File: src/tmc_pkg.sv
`default_nettype none
package tmc_pkg;
    // channel count and register widths
    localparam int unsigned NUM_CH = 5;
    localparam int unsigned PRE_W = 10;

    // byte offsets; channel c sits at base + 4*c
    localparam logic [11:0] OFF_MODE_BASE = 12'h000;
    localparam logic [11:0] OFF_IOAB_BASE = 12'h020;
    localparam logic [11:0] OFF_IOCD_BASE = 12'h040;
    localparam logic [11:0] OFF_CSEL3 = 12'h060;
    localparam logic [11:0] OFF_CSEL4 = 12'h064;

    // reset values
    localparam logic [7:0] MODE_RST = 8'hc0;
    localparam logic [7:0] IOC_RST = 8'h00;
    localparam logic [2:0] CSEL_RST = 3'h0;

    // field positions
    localparam int unsigned BUF_B_BIT = 5;
    localparam int unsigned BUF_A_BIT = 4;
    localparam int unsigned IO_UPPER_LSB = 4;
    localparam int unsigned IO_LOWER_LSB = 0;

    // clock select codes for channels 3 and 4
    localparam logic [2:0] CSEL_DIV1 = 3'h0;
    localparam logic [2:0] CSEL_DIV4 = 3'h1;
    localparam logic [2:0] CSEL_DIV16 = 3'h2;
    localparam logic [2:0] CSEL_DIV64 = 3'h3;
    localparam logic [2:0] CSEL_DIV256 = 3'h4;
    localparam logic [2:0] CSEL_DIV1024 = 3'h5;
    localparam logic [2:0] CSEL_EXT_A = 3'h6;
    localparam logic [2:0] CSEL_EXT_B = 3'h7;

    // operating mode field codes
    localparam logic [3:0] MD_NORMAL = 4'h0;
    localparam logic [3:0] MD_PWM1 = 4'h2;
    localparam logic [3:0] MD_PWM2 = 4'h3;
    localparam logic [3:0] MD_PHASE1 = 4'h4;
    localparam logic [3:0] MD_PHASE2 = 4'h5;
    localparam logic [3:0] MD_PHASE3 = 4'h6;
    localparam logic [3:0] MD_PHASE4 = 4'h7;
    localparam logic [3:0] MD_RSYNC = 4'h8;
    localparam logic [3:0] MD_CPEAK = 4'hd;
    localparam logic [3:0] MD_CVALLEY = 4'he;
    localparam logic [3:0] MD_CBOTH = 4'hf;

    typedef enum logic [3:0] {
        MODE_NORMAL, MODE_PWM1, MODE_PWM2, MODE_PHASE1, MODE_PHASE2, MODE_PHASE3,
        MODE_PHASE4, MODE_RSYNC, MODE_COMP_PEAK, MODE_COMP_VALLEY, MODE_COMP_BOTH,
        MODE_RESERVED
    } tmc_mode_t;

    // effective configuration handed to one channel's counter datapath
    typedef struct packed {
        tmc_mode_t mode;
        logic buf_a;
        logic buf_b;
        logic gen_c_live;
        logic gen_d_live;
        logic [3:0] io_a;
        logic [3:0] io_b;
        logic [3:0] io_c;
        logic [3:0] io_d;
    } tmc_chan_cfg_t;

    // channels with general registers c and d
    function automatic logic tmc_has_cd(input int unsigned ch);
        return (ch == 0) || (ch == 3) || (ch == 4);
    endfunction
endpackage
`default_nettype wire

File: src/tmc_mode_dec.sv
`default_nettype none
module tmc_mode_dec
    import tmc_pkg::*;
#(
    parameter int unsigned CH = 0
) (
    // raw field
    input wire logic [3:0] mode_field,
    // decoded result
    output var tmc_mode_t mode,
    output logic illegal
);
    // codes a channel cannot run fall to reserved and raise illegal
    always_comb begin
        mode = MODE_RESERVED;
        case (mode_field)
            MD_NORMAL: mode = MODE_NORMAL;
            MD_PWM1: mode = MODE_PWM1;
            MD_PWM2: mode = (CH == 3 || CH == 4) ? MODE_RESERVED : MODE_PWM2;
            MD_PHASE1: mode = (CH == 1 || CH == 2) ? MODE_PHASE1 : MODE_RESERVED;
            MD_PHASE2: mode = (CH == 1 || CH == 2) ? MODE_PHASE2 : MODE_RESERVED;
            MD_PHASE3: mode = (CH == 1 || CH == 2) ? MODE_PHASE3 : MODE_RESERVED;
            MD_PHASE4: mode = (CH == 1 || CH == 2) ? MODE_PHASE4 : MODE_RESERVED;
            MD_RSYNC: mode = (CH == 3) ? MODE_RSYNC : MODE_RESERVED;
            MD_CPEAK: mode = (CH == 3) ? MODE_COMP_PEAK : MODE_RESERVED;
            MD_CVALLEY: mode = (CH == 3) ? MODE_COMP_VALLEY : MODE_RESERVED;
            MD_CBOTH: mode = (CH == 3) ? MODE_COMP_BOTH : MODE_RESERVED;
            default: mode = MODE_RESERVED;
        endcase
        illegal = (mode == MODE_RESERVED);
    end
endmodule
`default_nettype wire

File: src/tmc_top.sv
// Summary of operation
// - codes 000-100 select divide 1..256
// - codes 110/111 count on external pins
// - code 101 selects divide by 1024
// - mode registers reset to c0 hex
// - mode bits 7,6 read one, unwritable
// - bit 5 buffers b with d
// - bit 4 buffers a with c
// - channels 1,2 buffer bits read zero
// - 0000 normal, 0010 pwm1, 0011 pwm2
// - phase counting only on channels 1,2
// - 1000 reset-sync, 1101-1111 complementary pwm
// - channel 3 only; channel 4 follows it
// - io control registers reset to zero
// - upper nibble b, lower nibble a
// - low register: upper d, lower c
// - buffered c/d ignore io settings
`default_nettype none
module tmc_top
    import tmc_pkg::*;
(
    // clock and reset
    input wire logic pclk,
    input wire logic presetn,
    // apb slave
    input wire logic psel,
    input wire logic penable,
    input wire logic pwrite,
    input wire logic [11:0] paddr,
    input wire logic [31:0] pwdata,
    input wire logic [3:0] pstrb,
    output logic [31:0] prdata,
    output logic pready,
    output logic pslverr,
    // standby entry reinitialises mode and io control registers like power-on, but not the clock selects
    input wire logic standby_req,
    // external count pins
    input wire logic ext_count_pin_a,
    input wire logic ext_count_pin_b,
    // count enables for channels 3 and 4
    output logic count_tick_3,
    output logic count_tick_4,
    // effective channel configuration
    output var tmc_chan_cfg_t chan_cfg [NUM_CH],
    output logic [NUM_CH-1:0] mode_illegal
);
    // register storage; mode keeps only its six writable bits
    logic [5:0] mode_lo_r [NUM_CH];
    logic [7:0] ioab_r [NUM_CH];
    logic [7:0] iocd_r [NUM_CH];
    logic [2:0] csel3_r;
    logic [2:0] csel4_r;
    logic [PRE_W-1:0] pre_cnt_r;
    logic ext_a_q_r;
    logic ext_b_q_r;

    // decode results
    tmc_mode_t dec_mode [NUM_CH];
    logic [NUM_CH-1:0] dec_bad;
    logic coupled3;
    logic [2:0] csel4_eff;

    // address decode
    logic [2:0] reg_ch;
    logic ch_ok;
    logic hit_mode;
    logic hit_ioab;
    logic hit_iocd;
    logic hit_csel3;
    logic hit_csel4;
    logic hit_any;
    logic wr_go;

    // mode register read value, reserved bits forced
    function automatic logic [7:0] mode_rd(input int unsigned ch, input logic [5:0] v);
        logic [1:0] bufs;
        bufs = tmc_has_cd(ch) ? v[BUF_B_BIT:BUF_A_BIT] : 2'b00;
        return {MODE_RST[7:6], bufs, v[3:0]};
    endfunction

    // counter enable for one clock select code
    function automatic logic tick_for(input logic [2:0] sel, input logic [PRE_W-1:0] cnt,
                                      input logic rise_a, input logic rise_b);
        logic t;
        t = 1'b0;
        case (sel)
            CSEL_DIV1: t = 1'b1;
            CSEL_DIV4: t = (cnt[1:0] == 2'h0);
            CSEL_DIV16: t = (cnt[3:0] == 4'h0);
            CSEL_DIV64: t = (cnt[5:0] == 6'h00);
            CSEL_DIV256: t = (cnt[7:0] == 8'h00);
            CSEL_DIV1024: t = (cnt == 10'h000);
            CSEL_EXT_A: t = rise_a;
            CSEL_EXT_B: t = rise_b;
            default: t = 1'b0;
        endcase
        return t;
    endfunction

    // each channel occupies one word per bank
    assign reg_ch = paddr[4:2];
    assign ch_ok = (reg_ch < 3'(NUM_CH)) && (paddr[1:0] == 2'b00);
    assign hit_mode = ch_ok && (paddr[11:5] == OFF_MODE_BASE[11:5]);
    assign hit_ioab = ch_ok && (paddr[11:5] == OFF_IOAB_BASE[11:5]);
    assign hit_iocd = ch_ok && (paddr[11:5] == OFF_IOCD_BASE[11:5]) && tmc_has_cd(reg_ch);
    assign hit_csel3 = (paddr == OFF_CSEL3);
    assign hit_csel4 = (paddr == OFF_CSEL4);
    assign hit_any = hit_mode || hit_ioab || hit_iocd || hit_csel3 || hit_csel4;

    // zero-wait slave; only lane 0 carries data, other lanes are dropped
    assign pready = 1'b1;
    assign pslverr = psel && penable && !hit_any;
    assign wr_go = psel && penable && pwrite && pstrb[0] && hit_any;

    // read mux straight from the registers; upper bits read zero
    always_comb begin
        prdata = 32'h0000_0000;
        if (hit_mode) begin
            prdata[7:0] = mode_rd(reg_ch, mode_lo_r[reg_ch]);
        end else if (hit_ioab) begin
            prdata[7:0] = ioab_r[reg_ch];
        end else if (hit_iocd) begin
            prdata[7:0] = iocd_r[reg_ch];
        end else if (hit_csel3) begin
            prdata[2:0] = csel3_r;
        end else if (hit_csel4) begin
            prdata[2:0] = csel4_r;
        end
    end

    // per-channel registers, decoders and effective configuration
    for (genvar c = 0; c < NUM_CH; c++) begin : g_ch
        logic [5:0] m_src;
        logic [7:0] ab_src;
        logic [7:0] cd_src;
        tmc_mode_t md;

        // standby reinitialises too; a manual reset never reaches here
        always_ff @(posedge pclk or negedge presetn) begin
            if (!presetn) begin
                mode_lo_r[c] <= MODE_RST[5:0];
            end else if (standby_req) begin
                mode_lo_r[c] <= MODE_RST[5:0];
            end else if (wr_go && hit_mode && reg_ch == 3'(c)) begin
                mode_lo_r[c][3:0] <= pwdata[3:0];
                if (tmc_has_cd(c)) begin
                    mode_lo_r[c][BUF_B_BIT] <= pwdata[BUF_B_BIT];
                    mode_lo_r[c][BUF_A_BIT] <= pwdata[BUF_A_BIT];
                end
            end
        end

        // a/b io control register
        always_ff @(posedge pclk or negedge presetn) begin
            if (!presetn) begin
                ioab_r[c] <= IOC_RST;
            end else if (standby_req) begin
                ioab_r[c] <= IOC_RST;
            end else if (wr_go && hit_ioab && reg_ch == 3'(c)) begin
                ioab_r[c] <= pwdata[7:0];
            end
        end

        // c/d io control register exists only where c and d do
        if (tmc_has_cd(c)) begin : g_cd
            always_ff @(posedge pclk or negedge presetn) begin
                if (!presetn) begin
                    iocd_r[c] <= IOC_RST;
                end else if (standby_req) begin
                    iocd_r[c] <= IOC_RST;
                end else if (wr_go && hit_iocd && reg_ch == 3'(c)) begin
                    iocd_r[c] <= pwdata[7:0];
                end
            end
        end else begin : g_no_cd
            assign iocd_r[c] = IOC_RST;
        end

        tmc_mode_dec #(
            .CH(c)
        ) u_dec (
            .mode_field(mode_lo_r[c][3:0]),
            .mode(dec_mode[c]),
            .illegal(dec_bad[c])
        );

        // channel 4 takes channel 3's whole setup while 3 is coupled
        always_comb begin
            m_src = mode_lo_r[c];
            ab_src = ioab_r[c];
            cd_src = iocd_r[c];
            md = dec_mode[c];
            if (c == 4 && coupled3) begin
                m_src = mode_lo_r[3];
                ab_src = ioab_r[3];
                cd_src = iocd_r[3];
                md = dec_mode[3];
            end
            chan_cfg[c].mode = md;
            chan_cfg[c].buf_a = tmc_has_cd(c) && m_src[BUF_A_BIT];
            chan_cfg[c].buf_b = tmc_has_cd(c) && m_src[BUF_B_BIT];
            chan_cfg[c].gen_c_live = tmc_has_cd(c) && !m_src[BUF_A_BIT];
            chan_cfg[c].gen_d_live = tmc_has_cd(c) && !m_src[BUF_B_BIT];
            chan_cfg[c].io_b = ab_src[IO_UPPER_LSB +: 4];
            chan_cfg[c].io_a = ab_src[IO_LOWER_LSB +: 4];
            // buffered registers behave as plain buffers, io field disregarded
            chan_cfg[c].io_d = chan_cfg[c].gen_d_live ? cd_src[IO_UPPER_LSB +: 4] : 4'h0;
            chan_cfg[c].io_c = chan_cfg[c].gen_c_live ? cd_src[IO_LOWER_LSB +: 4] : 4'h0;
        end
    end

    // software-error visibility for the channel datapath
    assign mode_illegal = dec_bad;

    // coupling of channel 4 to channel 3
    assign coupled3 = (dec_mode[3] == MODE_RSYNC) || (dec_mode[3] == MODE_COMP_PEAK) ||
                      (dec_mode[3] == MODE_COMP_VALLEY) || (dec_mode[3] == MODE_COMP_BOTH);
    assign csel4_eff = coupled3 ? csel3_r : csel4_r;

    // clock select registers for channels 3 and 4
    always_ff @(posedge pclk or negedge presetn) begin
        if (!presetn) begin
            csel3_r <= CSEL_RST;
        end else if (wr_go && hit_csel3) begin
            csel3_r <= pwdata[2:0];
        end
    end

    always_ff @(posedge pclk or negedge presetn) begin
        if (!presetn) begin
            csel4_r <= CSEL_RST;
        end else if (wr_go && hit_csel4) begin
            csel4_r <= pwdata[2:0];
        end
    end

    // shared free-running prescaler; ratios align, so switching keeps phase
    always_ff @(posedge pclk or negedge presetn) begin
        if (!presetn) begin
            pre_cnt_r <= '0;
        end else begin
            pre_cnt_r <= pre_cnt_r + 1'b1;
        end
    end

    // pins are synchronous here; one register gives the rising edge
    always_ff @(posedge pclk or negedge presetn) begin
        if (!presetn) begin
            ext_a_q_r <= 1'b0;
            ext_b_q_r <= 1'b0;
        end else begin
            ext_a_q_r <= ext_count_pin_a;
            ext_b_q_r <= ext_count_pin_b;
        end
    end

    // count enables, edge choice belongs to the neighbouring edge logic
    assign count_tick_3 = tick_for(csel3_r, pre_cnt_r, ext_count_pin_a && !ext_a_q_r,
                                   ext_count_pin_b && !ext_b_q_r);
    assign count_tick_4 = tick_for(csel4_eff, pre_cnt_r, ext_count_pin_a && !ext_a_q_r,
                                   ext_count_pin_b && !ext_b_q_r);
endmodule
`default_nettype wire

File: config.mk
export PLATFORM = sky130hd
export DESIGN_NAME = tmc_top
export DESIGN_NICKNAME = d
export VERILOG_FILES = /design/src/tmc_pkg.sv /design/src/tmc_mode_dec.sv /design/src/tmc_top.sv
export SDC_FILE = /design/constraint.sdc
export NUM_CORES = 1
export LEC_CHECK = 0
export BUFFER_PORTS_ARGS = -buffer_cell sky130_fd_sc_hd__buf_2
export CORE_AREA = 2 2 129 131
export CTS_CLUSTER_SIZE = 25
export DETAILED_ROUTE_END_ITERATION = 8
export DIE_AREA = 0 0 131 133
export PLACE_DENSITY_LB_ADDON = 0.12
export SETUP_SLACK_MARGIN = 0.1
export SYNTH_ARGS = -nofsm -noshare
export SYNTH_HDL_FRONTEND = slang
export SYNTH_HIERARCHICAL = 1
export SYNTH_SLANG_ARGS = --single-unit
File: constraint.sdc
create_clock -name pclk -period 2.5 [get_ports pclk]
set_clock_uncertainty 0.05 [all_clocks]
set_input_delay 0 -clock pclk [delete_from_list [all_inputs] [get_ports pclk]]
set_output_delay 0 -clock pclk [all_outputs]
set_load 0.02 [all_outputs]
Word-level counts from Yosys, hierarchy flattened:

Memory sizes are Yosys's and may differ from the RTL's.
Cells that the tools add are included.

* bits in registers: 108
* bits in read-only memories: 288
* output and inout port bits: 161
* memories: 5

* add/sub/neg operators: 1
* $lt $le $gt $ge: 2
* eq/ne operators: 31
* multiplexer cells: 55
* bitwise logic cells: 1
* reductions and logical operators: 71

Memories
* (no name shown): depth 16, bits a word 4, read ports 1, clocked after memory_dff 0, wr ports 0, RTL line tmc_mode_dec.sv:16 `case (mode_field)`
* (no name shown): depth 16, bits a word 4, read ports 1, clocked after memory_dff 0, wr ports 0, RTL line tmc_mode_dec.sv:16
* (no name shown): depth 16, bits a word 4, read ports 1, clocked after memory_dff 0, wr ports 0, RTL line tmc_mode_dec.sv:16
* (no name shown): depth 16, bits a word 3, read ports 1, clocked after memory_dff 0, wr ports 0, RTL line tmc_mode_dec.sv:16
* (no name shown): depth 16, bits a word 3, read ports 1, clocked after memory_dff 0, wr ports 0, RTL line tmc_mode_dec.sv:16

Operators by type and width (count)
* $mux 8: 24
* $mux 6: 9
* $bmux 8 s3: 2
* $mux 4: 11
* $eq 4x4->1 const B: 8
* $logic_and 1x1->1: 30
* $eq 3x3->1 const B: 9
* $reduce_bool 2->1: 13
* $eq 12x7->1 const B: 2
* $bmux 6 s3: 1
* $eq 3x2->1 const B: 6
* $pmux 1 s8: 2
* $mux 3: 4
* $add 10x1->10 const B: 1
* $logic_not 10->1: 1
* $eq 3x1->1 const B: 3
* $logic_not 1->1: 9
* $logic_not 3->1: 3
* $logic_or 1x1->1: 9
* $logic_not 8->1: 1
* $eq 7x1->1 const B: 1
* $eq 7x2->1 const B: 1
* $logic_not 7->1: 1
* $logic_not 6->1: 1
* other kinds (8): 9

Longest topological paths before layout:

* depth after elaboration: 12
* depth in mapped cells: 11
* mapped depth without buffers: 9

Modules after synthesis:

The synthesis kept the hierarchy.

Modules (own cells, without submodules)
* tmc_top: instances 1, cells an instance 715, area each 7118.1 µm², sequential area each 2702.6 µm²
* tmc_mode_dec (g_ch[1].u_dec ...): instances 2, cells an instance 12, area each 90.1 µm², sequential area each 0.0 µm²
* tmc_mode_dec (g_ch[3].u_dec): instances 1, cells an instance 17, area each 117.6 µm², sequential area each 0.0 µm²
* tmc_mode_dec (g_ch[0].u_dec): instances 1, cells an instance 10, area each 56.3 µm², sequential area each 0.0 µm²
* tmc_mode_dec (g_ch[4].u_dec): instances 1, cells an instance 6, area each 41.3 µm², sequential area each 0.0 µm²

Least setup slack after synthesis:

No wires, ideal clock.

* path type: reg-to-output
* from: register mode_lo_r (netlist bit g_ch[3].m_src[0])
* to: output port count_tick_4
* data arrival time: 2.983 ns
* data required time: 2.450 ns
* setup slack: -0.533 ns
* cell stages (with the launch flop): 11
* buffers on the path: 1
* path through: dfrtp_1 -> inv_1 -> ha_1 -> nor2_1 -> a22oi_1 -> buf_2 -> a211oi_1 -> a221oi_1 -> nand2_1 -> or4b_2 -> and4_1

RTL lines
* start: declaration: RTL line tmc_top.sv:48 `logic [5:0] mode_lo_r [NUM_CH];`
* start signal: indexed assignment: RTL line tmc_top.sv:141 `mode_lo_r[c] <= MODE_RST[5:0];`
* start signal: indexed assignment: RTL line tmc_top.sv:143 `mode_lo_r[c] <= MODE_RST[5:0];`
* start signal: indexed assignment: RTL line tmc_top.sv:145 `mode_lo_r[c][3:0] <= pwdata[3:0];`
* end: declaration: RTL line tmc_top.sv:42 `output logic count_tick_4,`

Worst setup path in the final report:

* from: register mode_lo_r (netlist bit g_ch[3].m_src[1])
* to: output port count_tick_4

* word-level cells in the longest chain between the ends: 8
* elaborated cells on any way between the ends: 18

RTL lines
* $mem_v2 16x4 *
* $eq 4x3->1 or $eq 4x4->1 (tied branches): RTL line tmc_top.sv:216 `assign coupled3 = (dec_mode[3] == MODE_RSYNC) || (dec_mode[3] == MODE_COMP_PEAK) ||`
* $logic_or 1x1->1 (2 in series): RTL line tmc_top.sv:216
* $logic_or 1x1->1 *: RTL line tmc_top.sv:217 `(dec_mode[3] == MODE_COMP_VALLEY) || (dec_mode[3] == MODE_COMP_BOTH);`
* $mux 3 *: RTL line tmc_top.sv:218 `assign csel4_eff = coupled3 ? csel3_r : csel4_r;`
* $eq 3x3->1, or another cell as far along: RTL line tmc_top.sv:86 `case (sel)`
* $pmux 1 s8 *: RTL line tmc_top.sv:86

Every way passes the cells marked *; elsewhere a longest branch is shown, timed or not.

==> results.json <==
{
  "placement.cell_area_um2": 8080,
  "synthesis.instances": 772,
  "yosysTopAreaCell": "sky130_fd_sc_hd__dfrtp_1",
  "cellLeakagePower_nw": 4.78,
  "synth_flop_cell": "sky130_fd_sc_hd__dfrtp_1",
  "core-area_um2": 16200,
  "count_of_buffers_inserted_at_the_top_level_ports": 139,
  "hold_violations": 0,
  "max-clock-path-buffers": 2,
  "data_arrival_critical_path_ns": 2.80,
  "max-cap-violations": 0,
  "worst_r2r_path_depth": 5,
  "max_slew_margin_pct": 48.4,
  "gr-usage-all-layers_pct": 25.3,
  "max_freq_ghz": 0.351,
  "worst_setup_path_end_kind": "output pin",
  "cts_buffers": 9,
  "detail_route.drc_violations": 0,
  "clk_transition_reported_paths_ns": 0.08,
  "ys_seq_area_share_pct": 36.0,
  "ant_nets": 0,
  "crit_start": "g_ch[3].m_src[1]",
  "instances_no_fill": 1121,
  "rows": 47,
  "total_wire_length_mm": 21.5,
  "yosys.area.top_type_share_pct": 36.0,
  "critPathCapture": "count_tick_4",
  "drive_gt1_share_pct": 34.4,
  "async_set_or_reset_flop_fraction_in_the_synthesized_netlist_pct": 100,
  "drt_iter0_markers": 417,
  "die_height_um": 133,
  "detail_route.wl_per_cell_um": 19.2,
  "power.switching_mw": 0.937,
  "worst_case_setup_slack_after_placement_ns": -0.213,
  "tritoncts": "done",
  "timing.hold.worst.class": "primary input to register",
  "sequentialPowerShare_pct": 50.7,
  "worst_r2r_src": "pre_cnt_r[2]",
  "critical_path_class": "register to output pin",
  "die_w_um": 131,
  "effective_utilization_at_floorplan_pct": 46.5,
  "finalCritPeriodShare_pct": 114,
  "power.ir.vdd_worst_uv": 314,
  "place.detailed.instances": 1077,
  "clockPowerShare_pct": 40.3,
  "grt_first_pass_wirelength_mm": 34.0,
  "firstDrtPassIters": 5,
  "tightestPinTransition_ns": 0.774,
  "final.min_clock_period_ns": 2.85,
  "comb_power_share_pct": 8.9,
  "place_congestion": 0.893,
  "detailroute.via_count": 6120,
  "setup_tns_ns": -3.11,
  "global_route.overflow_total": 0,
  "worst_skew_pair.late_latency_ns": 0.35,
  "share_of_total_power_consumed_by_net_switching_pct": 27.2,
  "synth.distinct_cells": 73,
  "setup_violations": 21,
  "whs_ns": 0.0397,
  "critical_path.max_fanout": 7,
  "synthesis.area_um2": 7510,
  "synth_area_leaders": "sky130_fd_sc_hd__dfrtp_1 36%, sky130_fd_sc_hd__mux2i_1 12%, sky130_fd_sc_hd__buf_4 8.9%, sky130_fd_sc_hd__nor2_1 5.6%, sky130_fd_sc_hd__mux4_2 3.6%",
  "h-tree-depth": 3,
  "crit_path_cell_trace": "inv_2 > ha_4 > nand2_4 > a21o_4 > nor2b_4 > a221oi_4 > nand2_1 > or4_1 > and4_4 > buf_6",
  "ys_seq_elements": 108,
  "syn_area_per_cell_um2": 9.73,
  "power_per_cell_area_nw_per_um2": 381,
  "setup_slack_ns": -0.352,
  "r2r_slack_ns": 1.03,
  "post_detailed_route_via_to_cell_ratio": 5.46,
  "rr_endpoint": "pre_cnt_r[9]",
  "critPathLaunchType": "register",
  "floorplan.die_area_um2": 17400,
  "internal-power_mw": 2.51,
  "number_of_enable_type_register_cells_in_the_synthesized_netlist": 0,
  "failed_checks": "negative setup slack",
  "ys.warnings.count": 6,
  "cts.sinks": 108,
  "largest_net_degree_at_the_start_of_global_routing": 58,
  "critPathRequiredTime_ns": 2.45,
  "worst_path_max_delay_cell": "sky130_fd_sc_hd__or4_1",
  "run_status": "complete, but fails checks",
  "slowest_cell_delay_on_critical_path_ns": 0.52,
  "timing_max_transition_violations_final": 0,
  "io_pins": 217,
  "clk_root_buffer_cell": "sky130_fd_sc_hd__clkbuf_16",
  "area.growth.synth_to_final_pct": 20.3,
  "vias_in_the_first_global_route": 6159,
  "rsz0062_at_grt": "yes",
  "dp.final_hpwl_mm": 14.8,
  "final_nets": 960,
  "antenna_violations_before_repair": 1,
  "finalInstanceArea_um2": 9040
}
-- timing repair --
item / in CTS / in global routing
resized for setup: 81 / 30
setup buffers: 17 / 2
pin swaps: 23 / 16
endpoints found under the setup margin: 23 / 24
cloned: 4 / 1
endpoints found under the hold margin: 73 / 0
hold buffers: 5 / 0
-- sequential cells by signal, indices dropped and copies added (netlist names) --
name / count
csel3_r: 3
g_ch.m_src: 20
g_ch.cd_src: 16
csel4_r: 3
ext_b_q_r: 1
pre_cnt_r: 10
g_ch.ab_src: 32
ext_a_q_r: 1
mode_lo_r: 6
ioab_r: 8
iocd_r: 8
-- layer usage --
metal  global-route usage [%]  share of wire, %
met3                     5.14               6.5
met4                     6.97               2.1
met5                        0                 0
met1                     34.5                43
met2                     41.0                48
-- area by class of cell --
class | count | area (µm²)
fillers | 1471 | 7140
multi-input cells | 557 | 4280
flip-flops and latches | 108 | 2710
repair buffers | 199 | 1410
well taps | 220 | 275
clock buffers | 10 | 229
inverters | 20 | 75.1
clock inverters | 6 | 55.1
diodes | 1 | 2.50
-- cells in the mapped netlist (3+ instances only) --
master / instances
sky130_fd_sc_hd__and2_1: 3
sky130_fd_sc_hd__a22o_1: 4
sky130_fd_sc_hd__clkbuf_8: 3
sky130_fd_sc_hd__a311oi_1: 3
sky130_fd_sc_hd__nor2b_1: 29
sky130_fd_sc_hd__a211oi_1: 6
sky130_fd_sc_hd__nand3_1: 9
sky130_fd_sc_hd__a211o_1: 4
sky130_fd_sc_hd__buf_6: 3
sky130_fd_sc_hd__buf_2: 15
sky130_fd_sc_hd__mux4_2: 12
sky130_fd_sc_hd__o221ai_1: 4
sky130_fd_sc_hd__and3_1: 9
sky130_fd_sc_hd__nand4_1: 5
sky130_fd_sc_hd__clkbuf_1: 18
sky130_fd_sc_hd__and3_4: 3
sky130_fd_sc_hd__buf_8: 3
sky130_fd_sc_hd__o2bb2ai_1: 4
sky130_fd_sc_hd__xnor2_1: 5
sky130_fd_sc_hd__nand2b_1: 3
sky130_fd_sc_hd__nor2_1: 112
sky130_fd_sc_hd__nand2_1: 26
sky130_fd_sc_hd__mux2_2: 22
sky130_fd_sc_hd__o22ai_1: 3
sky130_fd_sc_hd__dfrtp_1: 108
sky130_fd_sc_hd__a21o_1: 5
sky130_fd_sc_hd__buf_4: 89
sky130_fd_sc_hd__a221oi_1: 3
sky130_fd_sc_hd__xor2_1: 3
sky130_fd_sc_hd__nand3_2: 3
sky130_fd_sc_hd__conb_1: 4
sky130_fd_sc_hd__a21oi_1: 27
sky130_fd_sc_hd__nor3_1: 9
sky130_fd_sc_hd__or3_1: 3
sky130_fd_sc_hd__o211ai_1: 8
sky130_fd_sc_hd__o21ai_0: 20
sky130_fd_sc_hd__inv_1: 17
sky130_fd_sc_hd__ha_1: 9
sky130_fd_sc_hd__mux2i_1: 93
sky130_fd_sc_hd__nand3_4: 5
sky130_fd_sc_hd__a22oi_1: 11
-- cells in the final DEF (no fill, tap or decap), drive strengths merged, types with 5 or more instances in the layout --
| cell type | n |
|---|---|
| nor2b | 29 |
| dlygate4sd3 | 5 |
| buf | 193 |
| a211oi | 6 |
| mux4 | 12 |
| dfrtp | 108 |
| mux2i | 93 |
| xnor2 | 5 |
| nor2 | 112 |
| mux2 | 22 |
| nand4 | 5 |
| a21oi | 28 |
| o211ai | 8 |
| conb | 51 |
| nor3 | 9 |
| clkbuf | 11 |
| inv | 22 |
| or3 | 6 |
| a22oi | 12 |
| ha | 9 |
| o21ai | 20 |
| a21o | 5 |
| nand3 | 17 |
| and3 | 14 |
| nand2 | 26 |
-- worst min-delay path by stage --
stage | startpoint | end | slack [ns] | cells after the start
3_3_place_gp | presetn | ext_b_q_r | 0.06 | 1
6_report | pwdata[5] | g_ch[0].cd_src[5] | 0.04 | 3
3_5_place_dp | presetn | ext_b_q_r | 0.07 | 1
2_1_floorplan | presetn | csel3_r[0] | -0.35 | 0
5_1_grt | pwdata[5] | ioab_r[5] | 0.04 | 3
4_1_cts | pwdata[4] | g_ch[3].cd_src[4] | 0.01 | 3
-- cells by family (layout without fill, tap and decap cells) --
| kind of cell | after synthesis | count (layout) | share of synthesized area, % |
|---|---|---|---|
| compound gates | 114 | 116 | 11.0 |
| fa+ha+maj | 9 | 9 | 1.50 |
| mux | 127 | 127 | 19.3 |
| buf+inv | 156 | 235 | 13.8 |
| simple gates | 246 | 246 | 17.4 |
| flops | 108 | 108 | 36.0 |
| other cells | 4 | 52 | 0.200 |
| xor+xnor | 8 | 8 | 0.933 |
-- critical path, delay by kind of cell (launching register included) --
family                     cells  cell delay (ns)
AOI/OAI and AO/OA              2             0.60
adders and majority gates      1             0.20
buffers and inverters          2             0.20
DFF                            1             0.42
and+or+nand+nor                5             1.03
-- power by group through the flow --
stage	logic, mW	clock network, mW	registers (mW)
after CTS	0.306	1.44	1.75
after global routing	0.337	1.50	1.75
after floorplan	0.250	0	1.78
final	0.308	1.39	1.75
after global placement	0.297	0	1.78
after detailed placement	0.300	0	1.78
-- through the flow --
step                      power, mW  utilization, %
after global placement         2.08            49.9
after floorplan                2.03               -
after CTS                      3.49            55.1
final                          3.44            55.9
after detailed placement       2.08            49.9
after global routing           3.59            55.9
(Power assumes the default switching activity.)
